==> src/ppm_pkg.sv <==
// package for the port pin function mux: register map, field positions, reset values
// assumes a plain register port with read data one cycle after the read strobe
package ppm_pkg;

  // ==========================================================================
  // register map (byte offsets on the plain register port)
  localparam logic [3:0] ADDR_PORT_M_DATA = 4'h0;
  localparam logic [3:0] ADDR_DDRM     = 4'h1;
  localparam logic [3:0] ADDR_PTC      = 4'h2;
  localparam logic [3:0] ADDR_DDRC     = 4'h3;
  localparam logic [3:0] ADDR_PTD      = 4'h4;
  localparam logic [3:0] ADDR_DDRD     = 4'h5;
  localparam logic [3:0] ADDR_PTE      = 4'h6;
  localparam logic [3:0] ADDR_DDRE     = 4'h7;
  localparam logic [3:0] ADDR_PTK      = 4'h8;
  localparam logic [3:0] ADDR_DDRK     = 4'h9;
  localparam logic [3:0] ADDR_PECTL    = 4'hA;
  localparam logic [3:0] ADDR_IRQCTL   = 4'hB;
  localparam logic [3:0] ADDR_ECLKDIV  = 4'hC;

  // ==========================================================================
  // reset values
  localparam logic [7:0] RST_DATA      = 8'h00;
  localparam logic [7:0] RST_DDR       = 8'h00;
  localparam logic [7:0] RST_PECTL     = 8'h00;
  localparam logic [7:0] RST_IRQCTL    = 8'h00;
  localparam logic [7:0] RST_ECLKDIV   = 8'h00;

  // ==========================================================================
  // field positions
  // port e function control register
  localparam int PECTL_BUSCTL  = 0;   // pe[3:2],pe[6:5] as bus control
  localparam int PECTL_BUSCLK_OUT  = 1;   // bus rate or divided clock on pe4
  localparam int PECTL_CORECLK_OUT = 2;   // core rate clock on pe7
  localparam int PECTL_EBI_C   = 3;   // ports c/d as external data bus
  localparam int PECTL_EBI_K   = 4;   // port k as external address bus / wait
  // interrupt control register
  localparam int IRQ_EN        = 0;   // ext_int_enable_bit
  localparam int IRQ_EDGE      = 1;   // 1: falling edge, 0: low level

  // ==========================================================================
  // carrier types
  typedef struct packed {
    logic [7:0] dout;
    logic [7:0] oe;
  } ppm_pad_drv_t;

  typedef struct packed {
    logic       en;
    logic [1:0] dout;
    logic [1:0] oe;
  } ppm_periph_t;

endpackage

==> src/ppm_port_pin_mux.sv <==
// port pin function mux: routes port m, c, d, e and k pads between gpio and peripherals
// assumes pads resolve their own wires from dout/oe; inputs synchronous to ref_clk_in
//
// The register addresses and the plain strobed port were left to the implementer.
`timescale 1ns/1ns
`default_nettype none

module ppm_port_pin_mux
(
  input  wire logic                ref_clk_in,        // 20 mhz bus clock
  input  wire logic                nrst_in,           // sync reset, active low
  input  wire logic [3:0]          addr_in,           // register address
  input  wire logic [7:0]          wdata_in,          // write data
  input  wire logic                wr_in,             // write strobe
  input  wire logic                rd_in,             // read strobe
  output logic      [7:0]          rdata_out,         // read data, cycle after rd_in
  input  wire logic [7:0]          pm_pin_in,         // port m pad levels
  input  wire logic [7:0]          pc_pin_in,         // port c pad levels
  input  wire logic [7:0]          pd_pin_in,         // port d pad levels
  input  wire logic [7:0]          pe_pin_in,         // port e pad levels
  input  wire logic [7:0]          pk_pin_in,         // port k pad levels
  output ppm_pkg::ppm_pad_drv_t    pm_pad_out,        // port m pad drive
  output ppm_pkg::ppm_pad_drv_t    pc_pad_out,        // port c pad drive
  output ppm_pkg::ppm_pad_drv_t    pd_pad_out,        // port d pad drive
  output ppm_pkg::ppm_pad_drv_t    pe_pad_out,        // port e pad drive
  output ppm_pkg::ppm_pad_drv_t    pk_pad_out,        // port k pad drive
  output logic      [7:0]          pe_pullup_out,     // port e pull-up enables
  output logic                     cd_low_thr_out,    // ports c/d reduced threshold
  output logic      [1:0]          pe_low_thr_out,    // pe6:5 reduced threshold
  output logic                     pk7_low_thr_out,   // pk7 reduced threshold
  input  wire logic                emul_mode_in,      // emulation mode
  input  wire logic                low_thr_mode_in,   // bus mode needing low threshold
  input  wire logic                core_clk_in,       // core clock level for pe7
  input  wire ppm_pkg::ppm_periph_t can_ctrl_first_in,  // can1, routed to pm5:4
  input  wire ppm_pkg::ppm_periph_t can_ctrl_second_in, // can_ctrl_second on pm5:4
  input  wire ppm_pkg::ppm_periph_t can_ctrl_third_in,  // can_ctrl_third on pm7:6
  input  wire ppm_pkg::ppm_periph_t can_ctrl_fourth_on_m76_in,     // can_ctrl_fourth on pm7:6
  input  wire ppm_pkg::ppm_periph_t can_ctrl_fourth_on_m54_in,     // can_ctrl_fourth routed to pm5:4
  input  wire ppm_pkg::ppm_periph_t serial_iface_4_in,  // sci4 on pm7:6
  input  wire ppm_pkg::ppm_periph_t serial_periph_1_in, // spi1 routed on pm5:4
  output logic      [7:0]          pm_periph_rx_out,  // pad levels to owning peripheral
  input  wire logic [15:0]         ext_data_out_in,   // external data bus out
  input  wire logic                ext_data_oe_in,    // external data bus drive
  output logic      [15:0]         ext_data_in_out,   // external data bus in
  input  wire logic [6:0]          ext_addr_hi_in,    // address bits 22:16
  output logic                     external_wait_input_out, // wait level to bus
  input  wire logic [3:0]          bus_ctl_in,        // rw, low_byte_strobe, lower_data_select, read_enable_out
  output logic      [1:0]          tag_mode_out,      // tag_high_input/tag_low_input levels
  input  wire logic                int_mask_i_in,     // core maskable interrupt mask
  input  wire logic                int_mask_x_in,     // core high priority mask
  output logic                     ext_int_req_out,   // maskable interrupt request
  output logic                     high_prio_ext_interrupt_out // high priority request
);

  // ==========================================================================
  // registers
  logic [7:0] port_m_data_ff, ddrm_ff, ptc_ff, ddrc_ff, ptd_ff, ddrd_ff;
  logic [7:0] pte_ff, ddre_ff, ptk_ff, ddrk_ff;
  logic [7:0] pectl_ff, irqctl_ff, eclkdiv_ff, rdata_ff;
  logic [7:0] divcnt_ff;
  logic       busclk_div_ff, pe1_prev_ff, irq_edge_ff;
  logic [7:0] nxt_rdata;
  logic       wr_m;

  assign wr_m = wr_in;

  always_ff @(posedge ref_clk_in)
  begin
    if (!nrst_in)
    begin
      port_m_data_ff <= ppm_pkg::RST_DATA;
      ddrm_ff   <= ppm_pkg::RST_DDR;
      ptc_ff    <= ppm_pkg::RST_DATA;
      ddrc_ff   <= ppm_pkg::RST_DDR;
      ptd_ff    <= ppm_pkg::RST_DATA;
      ddrd_ff   <= ppm_pkg::RST_DDR;
      pte_ff    <= ppm_pkg::RST_DATA;
      ddre_ff   <= ppm_pkg::RST_DDR;
      ptk_ff    <= ppm_pkg::RST_DATA;
      ddrk_ff   <= ppm_pkg::RST_DDR;
      pectl_ff  <= ppm_pkg::RST_PECTL;
      irqctl_ff <= ppm_pkg::RST_IRQCTL;
      eclkdiv_ff <= ppm_pkg::RST_ECLKDIV;
    end
    else if (wr_m)
    begin
      // data latches update whatever the direction
      case (addr_in)
        ppm_pkg::ADDR_PORT_M_DATA: port_m_data_ff <= wdata_in;
        ppm_pkg::ADDR_DDRM:    ddrm_ff    <= wdata_in;
        ppm_pkg::ADDR_PTC:     ptc_ff     <= wdata_in;
        ppm_pkg::ADDR_DDRC:    ddrc_ff    <= wdata_in;
        ppm_pkg::ADDR_PTD:     ptd_ff     <= wdata_in;
        ppm_pkg::ADDR_DDRD:    ddrd_ff    <= wdata_in;
        ppm_pkg::ADDR_PTE:     pte_ff     <= wdata_in;
        ppm_pkg::ADDR_DDRE:    ddre_ff    <= wdata_in;
        ppm_pkg::ADDR_PTK:     ptk_ff     <= wdata_in;
        ppm_pkg::ADDR_DDRK:    ddrk_ff    <= wdata_in;
        ppm_pkg::ADDR_PECTL:   pectl_ff   <= wdata_in;
        ppm_pkg::ADDR_IRQCTL:  irqctl_ff  <= wdata_in;
        ppm_pkg::ADDR_ECLKDIV: eclkdiv_ff <= wdata_in;
        default: ;
      endcase
    end
  end

  // ==========================================================================
  // read mux: latch for outputs, pad level for inputs
  function automatic logic [7:0] rd_mix(input logic [7:0] lat, input logic [7:0] ddr,
                                       input logic [7:0] pin);
    rd_mix = (lat & ddr) | (pin & ~ddr);
  endfunction

  always_comb
  begin
    case (addr_in)
      ppm_pkg::ADDR_PORT_M_DATA: nxt_rdata = rd_mix(port_m_data_ff, ddrm_ff, pm_pin_in);
      ppm_pkg::ADDR_DDRM:    nxt_rdata = ddrm_ff;
      ppm_pkg::ADDR_PTC:     nxt_rdata = rd_mix(ptc_ff, ddrc_ff, pc_pin_in);
      ppm_pkg::ADDR_DDRC:    nxt_rdata = ddrc_ff;
      ppm_pkg::ADDR_PTD:     nxt_rdata = rd_mix(ptd_ff, ddrd_ff, pd_pin_in);
      ppm_pkg::ADDR_DDRD:    nxt_rdata = ddrd_ff;
      ppm_pkg::ADDR_PTE:     nxt_rdata = rd_mix(pte_ff, ddre_ff, pe_pin_in);
      ppm_pkg::ADDR_DDRE:    nxt_rdata = ddre_ff;
      ppm_pkg::ADDR_PTK:     nxt_rdata = rd_mix(ptk_ff, ddrk_ff, pk_pin_in);
      ppm_pkg::ADDR_DDRK:    nxt_rdata = ddrk_ff;
      ppm_pkg::ADDR_PECTL:   nxt_rdata = pectl_ff;
      ppm_pkg::ADDR_IRQCTL:  nxt_rdata = {6'h00, irqctl_ff[1:0]};
      ppm_pkg::ADDR_ECLKDIV: nxt_rdata = eclkdiv_ff;
      default:               nxt_rdata = 8'h00;
    endcase
  end

  // read data stands only in the cycle after the strobe
  always_ff @(posedge ref_clk_in)
  begin
    if (!nrst_in)
      rdata_ff <= 8'h00;
    else if (rd_in)
      rdata_ff <= nxt_rdata;
    else
      rdata_ff <= 8'h00;
  end

  assign rdata_out = rdata_ff;

  // ==========================================================================
  // port m priority resolution, one pin pair at a time
  ppm_pkg::ppm_periph_t m76_win, m54_win;

  always_comb
  begin
    m76_win = '0;
    if (can_ctrl_third_in.en)
      m76_win = can_ctrl_third_in;
    else if (can_ctrl_fourth_on_m76_in.en)
      m76_win = can_ctrl_fourth_on_m76_in;
    else if (serial_iface_4_in.en)
      m76_win = serial_iface_4_in;
  end

  always_comb
  begin
    m54_win = '0;
    if (can_ctrl_second_in.en)
      m54_win = can_ctrl_second_in;
    else if (can_ctrl_first_in.en)
      m54_win = can_ctrl_first_in;
    else if (can_ctrl_fourth_on_m54_in.en)
      m54_win = can_ctrl_fourth_on_m54_in;
    else if (serial_periph_1_in.en)
      m54_win = serial_periph_1_in;
  end

  logic [7:0] pm_own, pm_pdout, pm_poe;
  assign pm_own   = {{2{m76_win.en}}, {2{m54_win.en}}, 4'h0};
  assign pm_pdout = {m76_win.dout, m54_win.dout, 4'h0};
  assign pm_poe   = {m76_win.oe, m54_win.oe, 4'h0};

  // owned pins follow the peripheral, others are plain gpio
  assign pm_pad_out.dout = (pm_pdout & pm_own) | (port_m_data_ff & ~pm_own);
  assign pm_pad_out.oe   = (pm_poe & pm_own) | (ddrm_ff & ~pm_own);
  assign pm_periph_rx_out = pm_pin_in & pm_own;

  // ==========================================================================
  // ports c, d, k: gpio or external bus
  logic ebi_cd, ebi_k;
  assign ebi_cd = pectl_ff[ppm_pkg::PECTL_EBI_C];
  assign ebi_k  = pectl_ff[ppm_pkg::PECTL_EBI_K];

  assign pc_pad_out.dout = ebi_cd ? ext_data_out_in[15:8] : ptc_ff;
  assign pc_pad_out.oe   = ebi_cd ? {8{ext_data_oe_in}} : ddrc_ff;
  assign pd_pad_out.dout = ebi_cd ? ext_data_out_in[7:0] : ptd_ff;
  assign pd_pad_out.oe   = ebi_cd ? {8{ext_data_oe_in}} : ddrd_ff;
  assign ext_data_in_out = ebi_cd ? {pc_pin_in, pd_pin_in} : 16'h0000;
  assign cd_low_thr_out  = low_thr_mode_in;

  assign pk_pad_out.dout = ebi_k ? {1'b0, ext_addr_hi_in} : ptk_ff;
  assign pk_pad_out.oe   = ebi_k ? 8'h7F : ddrk_ff;
  assign external_wait_input_out = ebi_k & ~pk_pin_in[7];
  assign pk7_low_thr_out = low_thr_mode_in;

  // ==========================================================================
  // port e clocks: core rate on pe7, bus or divided rate on pe4
  always_ff @(posedge ref_clk_in)
  begin
    if (!nrst_in)
    begin
      divcnt_ff     <= 8'h00;
      busclk_div_ff <= 1'b0;
    end
    else if (divcnt_ff >= eclkdiv_ff)
    begin
      divcnt_ff     <= 8'h00;
      busclk_div_ff <= ~busclk_div_ff;
    end
    else
      divcnt_ff <= divcnt_ff + 8'h01;
  end

  logic busclk_on, coreclk_on, busctl_on, busclk_lvl;
  assign busclk_on  = pectl_ff[ppm_pkg::PECTL_BUSCLK_OUT] | emul_mode_in;
  assign coreclk_on = pectl_ff[ppm_pkg::PECTL_CORECLK_OUT] | emul_mode_in;
  assign busctl_on  = pectl_ff[ppm_pkg::PECTL_BUSCTL];
  // divider of zero gives the plain bus clock
  assign busclk_lvl = (eclkdiv_ff == 8'h00) ? ref_clk_in : busclk_div_ff;

  logic [7:0] pe_alt, pe_adout;
  assign pe_alt   = {coreclk_on, {2{busctl_on}}, busclk_on, {2{busctl_on}}, 2'b00};
  assign pe_adout = {core_clk_in, bus_ctl_in[1:0], busclk_lvl, bus_ctl_in[3:2], 2'b00};

  // pe1 and pe0 are inputs only
  assign pe_pad_out.dout = (pe_adout & pe_alt) | (pte_ff & ~pe_alt & 8'hFC);
  assign pe_pad_out.oe   = pe_alt | (ddre_ff & 8'hFC);
  assign pe_pullup_out   = 8'h03;
  assign pe_low_thr_out  = {2{low_thr_mode_in}};
  assign tag_mode_out    = pe_pin_in[3:2];

  // ==========================================================================
  // interrupt inputs
  always_ff @(posedge ref_clk_in)
  begin
    if (!nrst_in)
    begin
      pe1_prev_ff <= 1'b1;
      irq_edge_ff <= 1'b0;
    end
    else
    begin
      pe1_prev_ff <= pe_pin_in[1];
      if (pe1_prev_ff & ~pe_pin_in[1])
        irq_edge_ff <= 1'b1;
      else if (!irqctl_ff[ppm_pkg::IRQ_EN] || !irqctl_ff[ppm_pkg::IRQ_EDGE])
        irq_edge_ff <= 1'b0;
    end
  end

  logic irq_src;
  assign irq_src = irqctl_ff[ppm_pkg::IRQ_EDGE] ? irq_edge_ff : ~pe_pin_in[1];
  assign ext_int_req_out = irqctl_ff[ppm_pkg::IRQ_EN] & ~int_mask_i_in & irq_src;
  assign high_prio_ext_interrupt_out = ~int_mask_x_in & ~pe_pin_in[0];

endmodule

`default_nettype wire

==> config.mk <==
export PLATFORM = sky130hd
export DESIGN_NAME = ppm_port_pin_mux
export DESIGN_NICKNAME = d
export VERILOG_FILES = /design/src/ppm_pkg.sv /design/src/ppm_port_pin_mux.sv
export SDC_FILE = /design/constraint.sdc
export NUM_CORES = 1
export LEC_CHECK = 0
export BUFFER_PORTS_ARGS = -buffer_cell sky130_fd_sc_hd__clkbuf_2
export CORE_ASPECT_RATIO = 1.5
export CORE_UTILIZATION = 45
export DETAILED_ROUTE_END_ITERATION = 7
export PLACE_DENSITY_LB_ADDON = 0.25
export SYNTH_ARGS = -nofsm -noshare
export SYNTH_HDL_FRONTEND = slang
export SYNTH_SLANG_ARGS = --single-unit
==> constraint.sdc <==
create_clock -name ref_clk_in -period 1.7 [get_ports ref_clk_in]
set_input_delay 0 -clock ref_clk_in [delete_from_list [all_inputs] [get_ports ref_clk_in]]
set_output_delay 0 -clock ref_clk_in [all_outputs]
set_load 0.1 [all_outputs]
==> results of run 1 <==
[stage by stage]
| stage | total power (uW) | TNS (ns) | setup WS, ns | hold WS, ns | cell area, um^2 |
|---|---|---|---|---|---|
| 2_1_floorplan | 4160 | -16.01 | -0.911 | 0.101 | 7280 |
| 6_report | 9050 | -1.98 | -0.302 | 0.0000785 | 10800 |
| 5_1_grt | 9270 | -2.89 | -0.360 | 0.000476 | 10800 |
| 3_3_place_gp | 4630 | -1.10 | -0.165 | 0.00291 | 9720 |
| 3_5_place_dp | 4640 | -1.36 | -0.211 | 0.00291 | 9720 |
| 4_1_cts | 9050 | -1.28 | -0.331 | 0.00291 | 10700 |
[report_power, final]
| group | internal (uW) | switching (uW) | total (uW) | leakage [uW] |
|---|---|---|---|---|
| registers | 2790 | 37.3 | 2820 | 0.000951 |
| clock network | 3140 | 1400 | 4530 | 0.000370 |
| logic | 540 | 1160 | 1700 | 0.00338 |
[cells by family after synthesis]
logic type               count (synthesis)  synth area share
buffers and inverters                  111            0.0779
XOR/XNOR                                 6           0.00732
flip-flops                             117             0.326
adder cells (fa/ha/maj)                  9            0.0157
AND/OR/NAND/NOR                        276             0.228
multiplexers                           158             0.226
AO/OA/AOI/OAI                          127             0.118
other                                    2           0.00105
[flip-flops by register name (all words and copies together) (netlist names)]
name	cells
pte_ff	8
ptd_ff	8
pectl_ff	8
ddrm_ff	8
pe1_prev_ff	1
ddrk_ff	8
ptc_ff	8
ddrd_ff	8
irqctl_ff	2
ddre_ff	8
irq_edge_ff	1
busclk_div_ff	1
ddrc_ff	8
divcnt_ff	8
eclkdiv_ff	8
rdata_out	8
port_m_data_ff	8
ptk_ff	8
[Yosys cell counts, types with 15 or more instances]
library cell / number / area share
buf_2: 15 / 0.010
nor2b_1: 109 / 0.095
nor2_1: 25 / 0.013
nand2_1: 33 / 0.017
mux2_2: 34 / 0.053
o21ai_0: 37 / 0.026
a21oi_1: 18 / 0.013
inv_1: 28 / 0.015
buf_4: 31 / 0.032
nand3_1: 23 / 0.016
and2_1: 17 / 0.015
clkbuf_1: 34 / 0.018
mux2i_1: 124 / 0.17
dfxtp_1: 117 / 0.33
[final cells by class]
class                           count  area share
Clock inverter                     10      0.0188
Sequential cell                   117       0.219
Clock buffer                       24      0.0507
Timing Repair Buffer              305       0.262
Multi-Input combinational cell    592       0.416
Tap cell                          203      0.0236
Inverter                           28     0.00976
[how the worst max path moves through the flow]
| stage | from | to | slack (ns) | cells after the start |
|---|---|---|---|---|
| finish | eclkdiv_ff[2]$_SDFFE_PN0P_ | pe_pad_out[12] | -0.30 | 6 |
| global placement | eclkdiv_ff[1]$_SDFFE_PN0P_ | divcnt_ff[0]$_SDFF_PP0_ | -0.16 | 8 |
| global route | eclkdiv_ff[2]$_SDFFE_PN0P_ | pe_pad_out[12] | -0.36 | 6 |
| floorplan | pectl_ff[3]$_SDFFE_PN0P_ | pc_pad_out[4] | -0.91 | 2 |
| CTS | eclkdiv_ff[7]$_SDFFE_PN0P_ | pe_pad_out[12] | -0.33 | 6 |
| detailed placement | eclkdiv_ff[2]$_SDFFE_PN0P_ | divcnt_ff[2]$_SDFF_PP0_ | -0.21 | 8 |
[timing repair]
item / CTS / global route
gates resized for setup: 36 / 16
setup endpoints to repair: 57 / 22
hold buffers: 9 / 0
pin swaps: 7 / 7
setup buffers: 2 / 3
hold endpoints to repair: 11 / 0
[routing by layer]
metal / GRT usage / up-vias / wire length (um)
met3: 0.0587 / 96 / 1630
met5: 0 / - / 0
met2: 0.532 / 342 / 12400
li1: - / 3286 / -
met1: 0.313 / 3294 / 9110
met4: 0.192 / 0 / 1420
==> results.txt, run 1 <==
FF-to-FF End: divcnt_ff[0]$_SDFF_PP0_
fill count: 1215
first-pass GRT wire length: 36900 um
Die Area: 16500 um^2
Hold Vio Cnt, Final: 0
CTS clk-pin slew, worst paths: 0.06 ns
worst hold endpoint: pk7_low_thr_out
final period utilization: 1.18
fin cells: 1279
Top delay family on crit path: buffers and inverters
layout cells sized above 1: 0.412
worst min-delay path category: input port to primary output
GPL Wtd Cong: 1.01
most common cell after layout, fill and taps aside: clkbuf_2
Final Critical Period: 2.00 ns
starting DRC count in detailed routing: 514
Critical Path Sink Type: primary output
clk_lat worst skew: 0.53 ns
CP max FO: 2
crit-path max cell delay: 0.33 ns
Post-synth EDFFs: 0
Crit Path Category: flip-flop to primary output
# rows: 56
Port Buffer Count: 231
DP Wirelength: 18300 um
Pwr per Cell Area: 841 nW/um^2
Static Leak: 0.00470 uW
via count: 7018
synthesized flop and latch total: 117
Required @ worst endpoint: 1.70 ns
max cap viols: 0
syn_area_per_cell: 8.91 um^2
Least-Margin Pin Slew: 0.790 ns
Final Setup Violations: 10
R2R depth: 9
HP Start: low_thr_mode_in
hold depth: 0
die boundary width: 105 um
dpl cells: 1232
Worst R2R Setup Slack: -0.25 ns
Detailed Routing Iterations Pass 1: 8
# diodes: 0
via/cell ratio: 5.49
fin util: 0.689
commonest cells after routing, fill and taps aside: clkbuf_2, mux2i_1, dfxtp_1, nor2b_1, buf_12
TritonCTS clock tree: yes
failing checks: setup timing
Routed Wire Length: 24600 um
CORE AREA: 15600 um^2
Initial Utilization: 0.459
synth warn: 0
Fmax: 499 MHz
area of the multi-input gates: 4480 um^2
Final #Nets: 1198
Chip Height: 157 um
GRT Overall Usage: 0.296
skew final: 0.00883 ns
vias in the first global route: 6871
RR Startpoint: eclkdiv_ff[2]$_SDFFE_PN0P_
max-slew violations: 0
Post-Syn Area: 7180 um^2
Reg area: 2360 um^2
CP startpoint kind: flip-flop
final worst slack: -0.302 ns
Async SR Flop Fraction: 0
RSZ-0062 raised after global routing: true
Synth Instances: 806
max_slew headroom: 0.471
I/O pin cnt: 253
largest net degree at the start of global routing: 56
Main synth FF type: dfxtp_1
Synth-to-Final Area Change: 50.0%
drt wl/cell: 19.2 um
Bufs and invs on worst path: 2
antenna violation net count after detailed routing: 0
drt drc: 0
initial antenna violation count: 0
critical path's slowest cell: dfxtp_2
register area share after synthesis: 0.326
Yosys cell types: 60
Max IR drop VDD: 0.695 mV
grt total ovfl: 0
status: complete, but fails checks
CP Cell Sequence: buf_6 > nor4_4 > nand2_1 > mux2i_1 > o21ai_1 > clkbuf_8
Arr. time, crit path: 2.00 ns
Note: power is estimated with default switching activity, not from simulation.
==> inputs of run 2 (changes only) <==
==> constraint.sdc (replaced) <==
create_clock -name ref_clk_in -period 2.4 [get_ports ref_clk_in]
set_input_delay 0 -clock ref_clk_in [delete_from_list [all_inputs] [get_ports ref_clk_in]]
set_output_delay 0 -clock ref_clk_in [all_outputs]
set_load 0.1 [all_outputs]
==> run 2 against run 1 <==
Against the previous run: global-route usage fell by 1.4 points; sequential share of layout area rose by 3.0 points; the run now ends clean; register-to-register slack improved by 0.50 ns; via count fell by 4.0%; cell count fell by 3.4%; routed wire length fell by 4.9%; combinational power fell by 37%; largest cell class unchanged; total power fell by 33%.
==> results.txt, run 2 (same netlist as run 1, synthesis figures left out) <==
Post-CTS Setup Inserts: 0
status: completed
Detailed Routing Iterations Pass 1: 5
met1 Resource Use GR: 0.308
# rows: 56
critical path's slowest cell: or4b_1
Final Critical Period: 2.15 ns
max cap viols: 0
Final #Nets: 1152
DP Wirelength: 17700 um
layout cells sized above 1: 0.345
Final Setup Violations: 0
drt wl/cell: 18.9 um
Routed Wire Length: 23400 um
GR Util met3: 0.0462
clock share of power: 0.494
clk_lat worst skew: 0.53 ns
dpl cells: 1190
Net Sw Frac: 0.312
Least-Margin Pin Slew: 0.885 ns
CP Cell Sequence: inv_1 > ha_1 > and3_1 > o21ai_1 > a31oi_1 > or4b_1 > nor2_2
final instance area: 9400 um^2
skew final: 0.0126 ns
setup TNS: 0 ns
via/cell ratio: 5.45
commonest cells after routing, fill and taps aside: clkbuf_2, mux2i_1, dfxtp_1, nor2b_1, mux2_2
antenna violation net count after detailed routing: 0
Hold Vio Cnt, Final: 0
Max IR drop VDD: 0.448 mV
final period utilization: 0.895
drt drc: 0
routing usage on met2: 0.513
global route hottest layer: met2
CP startpoint kind: flip-flop
worst min-delay path category: input port to primary output
Fmax: 466 MHz
die boundary width: 105 um
Critical Path Sink Type: flip-flop
Chip Height: 157 um
Port Buffer Count: 231
GPL Wtd Cong: 0.989
sequential share of power: 0.329
GRT Overall Usage: 0.282
grt total ovfl: 0
Int Power: 4180 uW
Static Leak: 0.00420 uW
Arr. time, crit path: 2.61 ns
fin cells: 1235
Synth-to-Final Area Change: 31.0%
crit-path max cell delay: 0.73 ns
RSZ-0062 raised after global routing: false
Required @ worst endpoint: 2.86 ns
starting DRC count in detailed routing: 453
Top delay family on crit path: simple AND/OR/NAND/NOR gates
power consumption: 6080 uW
DP Area: 8600 um^2
TritonCTS clock tree: yes
Die Area: 16500 um^2
Bufs and invs on worst path: 1
max_slew headroom: 0.408
Initial Utilization: 0.459
CORE AREA: 15600 um^2
via count: 6736
P_sw: 1900 uW
# diodes: 0
combinational share of power: 0.177
most common cell after layout, fill and taps aside: clkbuf_2
CP max FO: 7
Crit Path Category: flip-flop to flip-flop
fin util: 0.602
max-slew violations: 0
vias in the first global route: 6328
I/O pin cnt: 253
largest net degree at the start of global routing: 66
Pwr per Cell Area: 647 nW/um^2
first-pass GRT wire length: 35000 um
initial antenna violation count: 0
CTS clk-pin slew, worst paths: 0.05 ns
==> run 2: cell types whose count changed in the layout (fill, tap and decap cells not counted), sizes merged <==
| cell | delta |
|---|---|
| inv | +4 |
| bufinv | -3 |
| clkinv | +2 |
| clkbuf | +40 |
| buf | -88 |
| dlygate4sd3 | +1 |
==> run 2: area by class of cell <==
type                    count  area (um^2)
inverters                  28          105
clock inverters            13          169
repair buffers            259         1660
fillers                  1421         6220
well taps                 203          254
flip-flops and latches    117         2340
clock buffers              23          533
multi-input cells         592         4340
==> run 2: power by group through the flow <==
stage          combinational, uW  sequential (uW)  clock (uW)
6_report                    1070             2000        3010
5_1_grt                     1120             2000        3140
4_1_cts                     1070             2000        3030
3_5_place_dp                1060             2040        87.5
3_3_place_gp                1050             2040        87.5
2_1_floorplan                807             2060        80.1
==> run 2: worst reg2reg max path: stages, from the launching register on <==
cell and delay, ns:
dfxtp_1 0.39, inv_1 0.07, ha_1 0.31, and3_1 0.19, o21ai_1 0.12, a31oi_1 0.11, or4b_1 0.73, nor2_2 0.17
==> run 2: metrics by stage <==
step | hold slack (ns) | setup slack, ns
2_1_floorplan | 0.101 | -0.211
3_3_place_gp | 0.00282 | 0.345
3_5_place_dp | 0.00282 | 0.262
4_1_cts | 0.000254 | 0.117
5_1_grt | 0.000405 | 0.137
6_report | 0.0000235 | 0.253
==> run 2: repair_timing <==
action	in CTS	in global routing
hold endpoints to repair	11	0
hold buffers	10	0
gates resized for setup	0	1
setup endpoints to repair	0	9
==> run 2: routing by layer <==
metal  vias to the layer above  wire length (um)
li1                       3204                 -
met5                         -                 0
met3                        67              1280
met1                      3144              9210
met2                       321             11900
met4                         0              1010
==> run 2: final timing paths <==
check / slack, ns / cells after the start / to / start
setup reg to reg: 0.25 / 7 / divcnt_ff[2]$_SDFF_PP0_ / eclkdiv_ff[2]$_SDFFE_PN0P_
setup / recovery: 0.25 / 7 / divcnt_ff[2]$_SDFF_PP0_ / eclkdiv_ff[2]$_SDFFE_PN0P_
hold reg to reg: 0.46 / 2 / irq_edge_ff$_SDFFE_PN0P_ / pe1_prev_ff$_SDFF_PN1_
hold / removal: 0.00002 / 0 / cd_low_thr_out / low_thr_mode_in
==> inputs of run 3 (changes only) <==
--- a/config.mk
+++ b/config.mk
@@ -10,6 +10,7 @@
 export CORE_UTILIZATION = 45
 export DETAILED_ROUTE_END_ITERATION = 7
 export PLACE_DENSITY_LB_ADDON = 0.25
+export RECOVER_POWER = 25
 export SYNTH_ARGS = -nofsm -noshare
 export SYNTH_HDL_FRONTEND = slang
 export SYNTH_SLANG_ARGS = --single-unit
==> run 3 against run 2 <==
Against the previous run: design area fell by 0.93%; largest power group unchanged; core utilization fell by 0.56 points; register-to-register slack barely moved; highest routed layer unchanged; combinational power barely moved; global-route usage did not move; maximum frequency rose by 0.26%.
==> results.txt, run 3 (same netlist as run 1, synthesis figures left out) <==
Crit Path Category: flip-flop to flip-flop
Least-Margin Pin Slew: 1.18 ns
Fmax: 467 MHz
final instance area: 9310 um^2
Static Leak: 0.00411 uW
TritonCTS clock tree: yes
Die Area: 16500 um^2
Chip Height: 157 um
RR Startpoint: eclkdiv_ff[2]$_SDFFE_PN0P_
Detailed Routing Iterations Pass 1: 5
hold depth: 0
via/cell ratio: 5.44
fill count: 1437
skew final: 0.0131 ns
R2R depth: 7
via count: 6713
Pwr per Cell Area: 651 nW/um^2
setup TNS: 0 ns
HP Start: low_thr_mode_in
Port Buffer Count: 231
CP max FO: 7
Hold Vio Cnt, Final: 0
final period utilization: 0.892
antenna violation net count after detailed routing: 0
max_slew headroom: 0.218
worst min-delay path category: input port to primary output
Synth-to-Final Area Change: 29.8%
DP Wirelength: 17700 um
Final Critical Period: 2.14 ns
initial antenna violation count: 0
grt total ovfl: 0
die boundary width: 105 um
power consumption: 6070 uW
DP Area: 8600 um^2
RSZ-0062 raised after global routing: false
max cap viols: 0
GRT Overall Usage: 0.282
# diodes: 0
drt drc: 0
Max IR drop VDD: 0.448 mV
commonest cells after routing, fill and taps aside: clkbuf_2, mux2i_1, dfxtp_1, nor2b_1, mux2_2
Arr. time, crit path: 2.60 ns
starting DRC count in detailed routing: 497
CTS clk-pin slew, worst paths: 0.05 ns
CP startpoint kind: flip-flop
I/O pin cnt: 253
Post-CTS Setup Inserts: 0
FF-to-FF End: divcnt_ff[2]$_SDFF_PP0_
Worst R2R Setup Slack: 0.26 ns
Required @ worst endpoint: 2.86 ns
drt wl/cell: 18.9 um
Critical Path Sink Type: flip-flop
Initial Utilization: 0.459
status: completed
Final #Nets: 1152
fin cells: 1235
clk_lat worst skew: 0.53 ns
Final Setup Violations: 0
first-pass GRT wire length: 35000 um
largest net degree at the start of global routing: 66
most common cell after layout, fill and taps aside: clkbuf_2
worst hold endpoint: cd_low_thr_out
layout cells sized above 1: 0.325
# rows: 56
vias in the first global route: 6328
dpl cells: 1190
GPL Wtd Cong: 0.989
Routed Wire Length: 23300 um
max-slew violations: 0
CORE AREA: 15600 um^2
-- run 3: cell types whose count changed in the layout (fill, tap and decap cells not counted) --
cell and change:
nor2_8 -2, or2_1 -1, or2_0 +1, nand3_1 +4
nand3_2 -4, nor2_1 +3, buf_4 -4, clkbuf_1 +14
nor2_4 -1, clkbuf_2 -10
-- run 3: per-layer routing --
layer	wire, um	global-route usage	up-vias
met5	0	0	-
met4	1050	0.162	0
met3	1230	0.0462	75
met2	11900	0.513	324
met1	9140	0.308	3117
li1	-	-	3197
-- run 3: area by class of cell --
cell class | count | area, um^2 | share of cell area
clock inverter | 13 | 169 | 0.0181
multi-input combinational | 592 | 4280 | 0.459
timing repair buffer | 259 | 1630 | 0.175
sequential | 117 | 2340 | 0.251
clock buffer | 23 | 533 | 0.0572
tap | 203 | 254 | 0.0273
inverter | 28 | 105 | 0.0113
-- run 3: worst max-delay path, stage by stage (launching register included) --
cell     delay (ns)
dfxtp_1        0.39
inv_1          0.06
ha_1           0.31
and3_1         0.19
o21ai_1        0.12
a31oi_1        0.11
or4b_1         0.73
nor2_2         0.17
-- run 3: where the power goes --
group,internal [uW],leakage (uW),switching [uW]
logic,278,0.00281,783
registers,1970,0.000945,29.7
clock network,1930,0.000351,1080
total,4180,0.00411,1890
-- run 3: worst max path at each step --
| stage | start | to | slack (ns) | cells past startpoint |
|---|---|---|---|---|
| after floorplan | pectl_ff[3]$_SDFFE_PN0P_ | pc_pad_out[4] | -0.21 | 2 |
| after global placement | eclkdiv_ff[2]$_SDFFE_PN0P_ | divcnt_ff[3]$_SDFF_PP0_ | 0.34 | 7 |
| after detailed placement | eclkdiv_ff[2]$_SDFFE_PN0P_ | divcnt_ff[6]$_SDFF_PP0_ | 0.26 | 7 |
| after CTS | pectl_ff[3]$_SDFFE_PN0P_ | pc_pad_out[4] | 0.12 | 4 |
| after global routing | eclkdiv_ff[3]$_SDFFE_PN0P_ | pe_pad_out[12] | 0.14 | 5 |
| final | eclkdiv_ff[2]$_SDFFE_PN0P_ | divcnt_ff[2]$_SDFF_PP0_ | 0.26 | 7 |
-- run 3: through the flow --
step,worst slack [ns],hold slack [ns],util
after CTS,0.117,0.000254,0.602
final,0.259,0.0000235,0.596
after global routing,0.137,0.000405,0.596
after floorplan,-0.211,0.101,-
after global placement,0.345,0.00282,0.551
after detailed placement,0.262,0.00282,0.551
-- run 3: timing repair --
item,CTS,global route
resized for setup,0,1
endpoints found under the setup margin,0,9
hold buffers,10,0
hold endpoints to repair,11,0
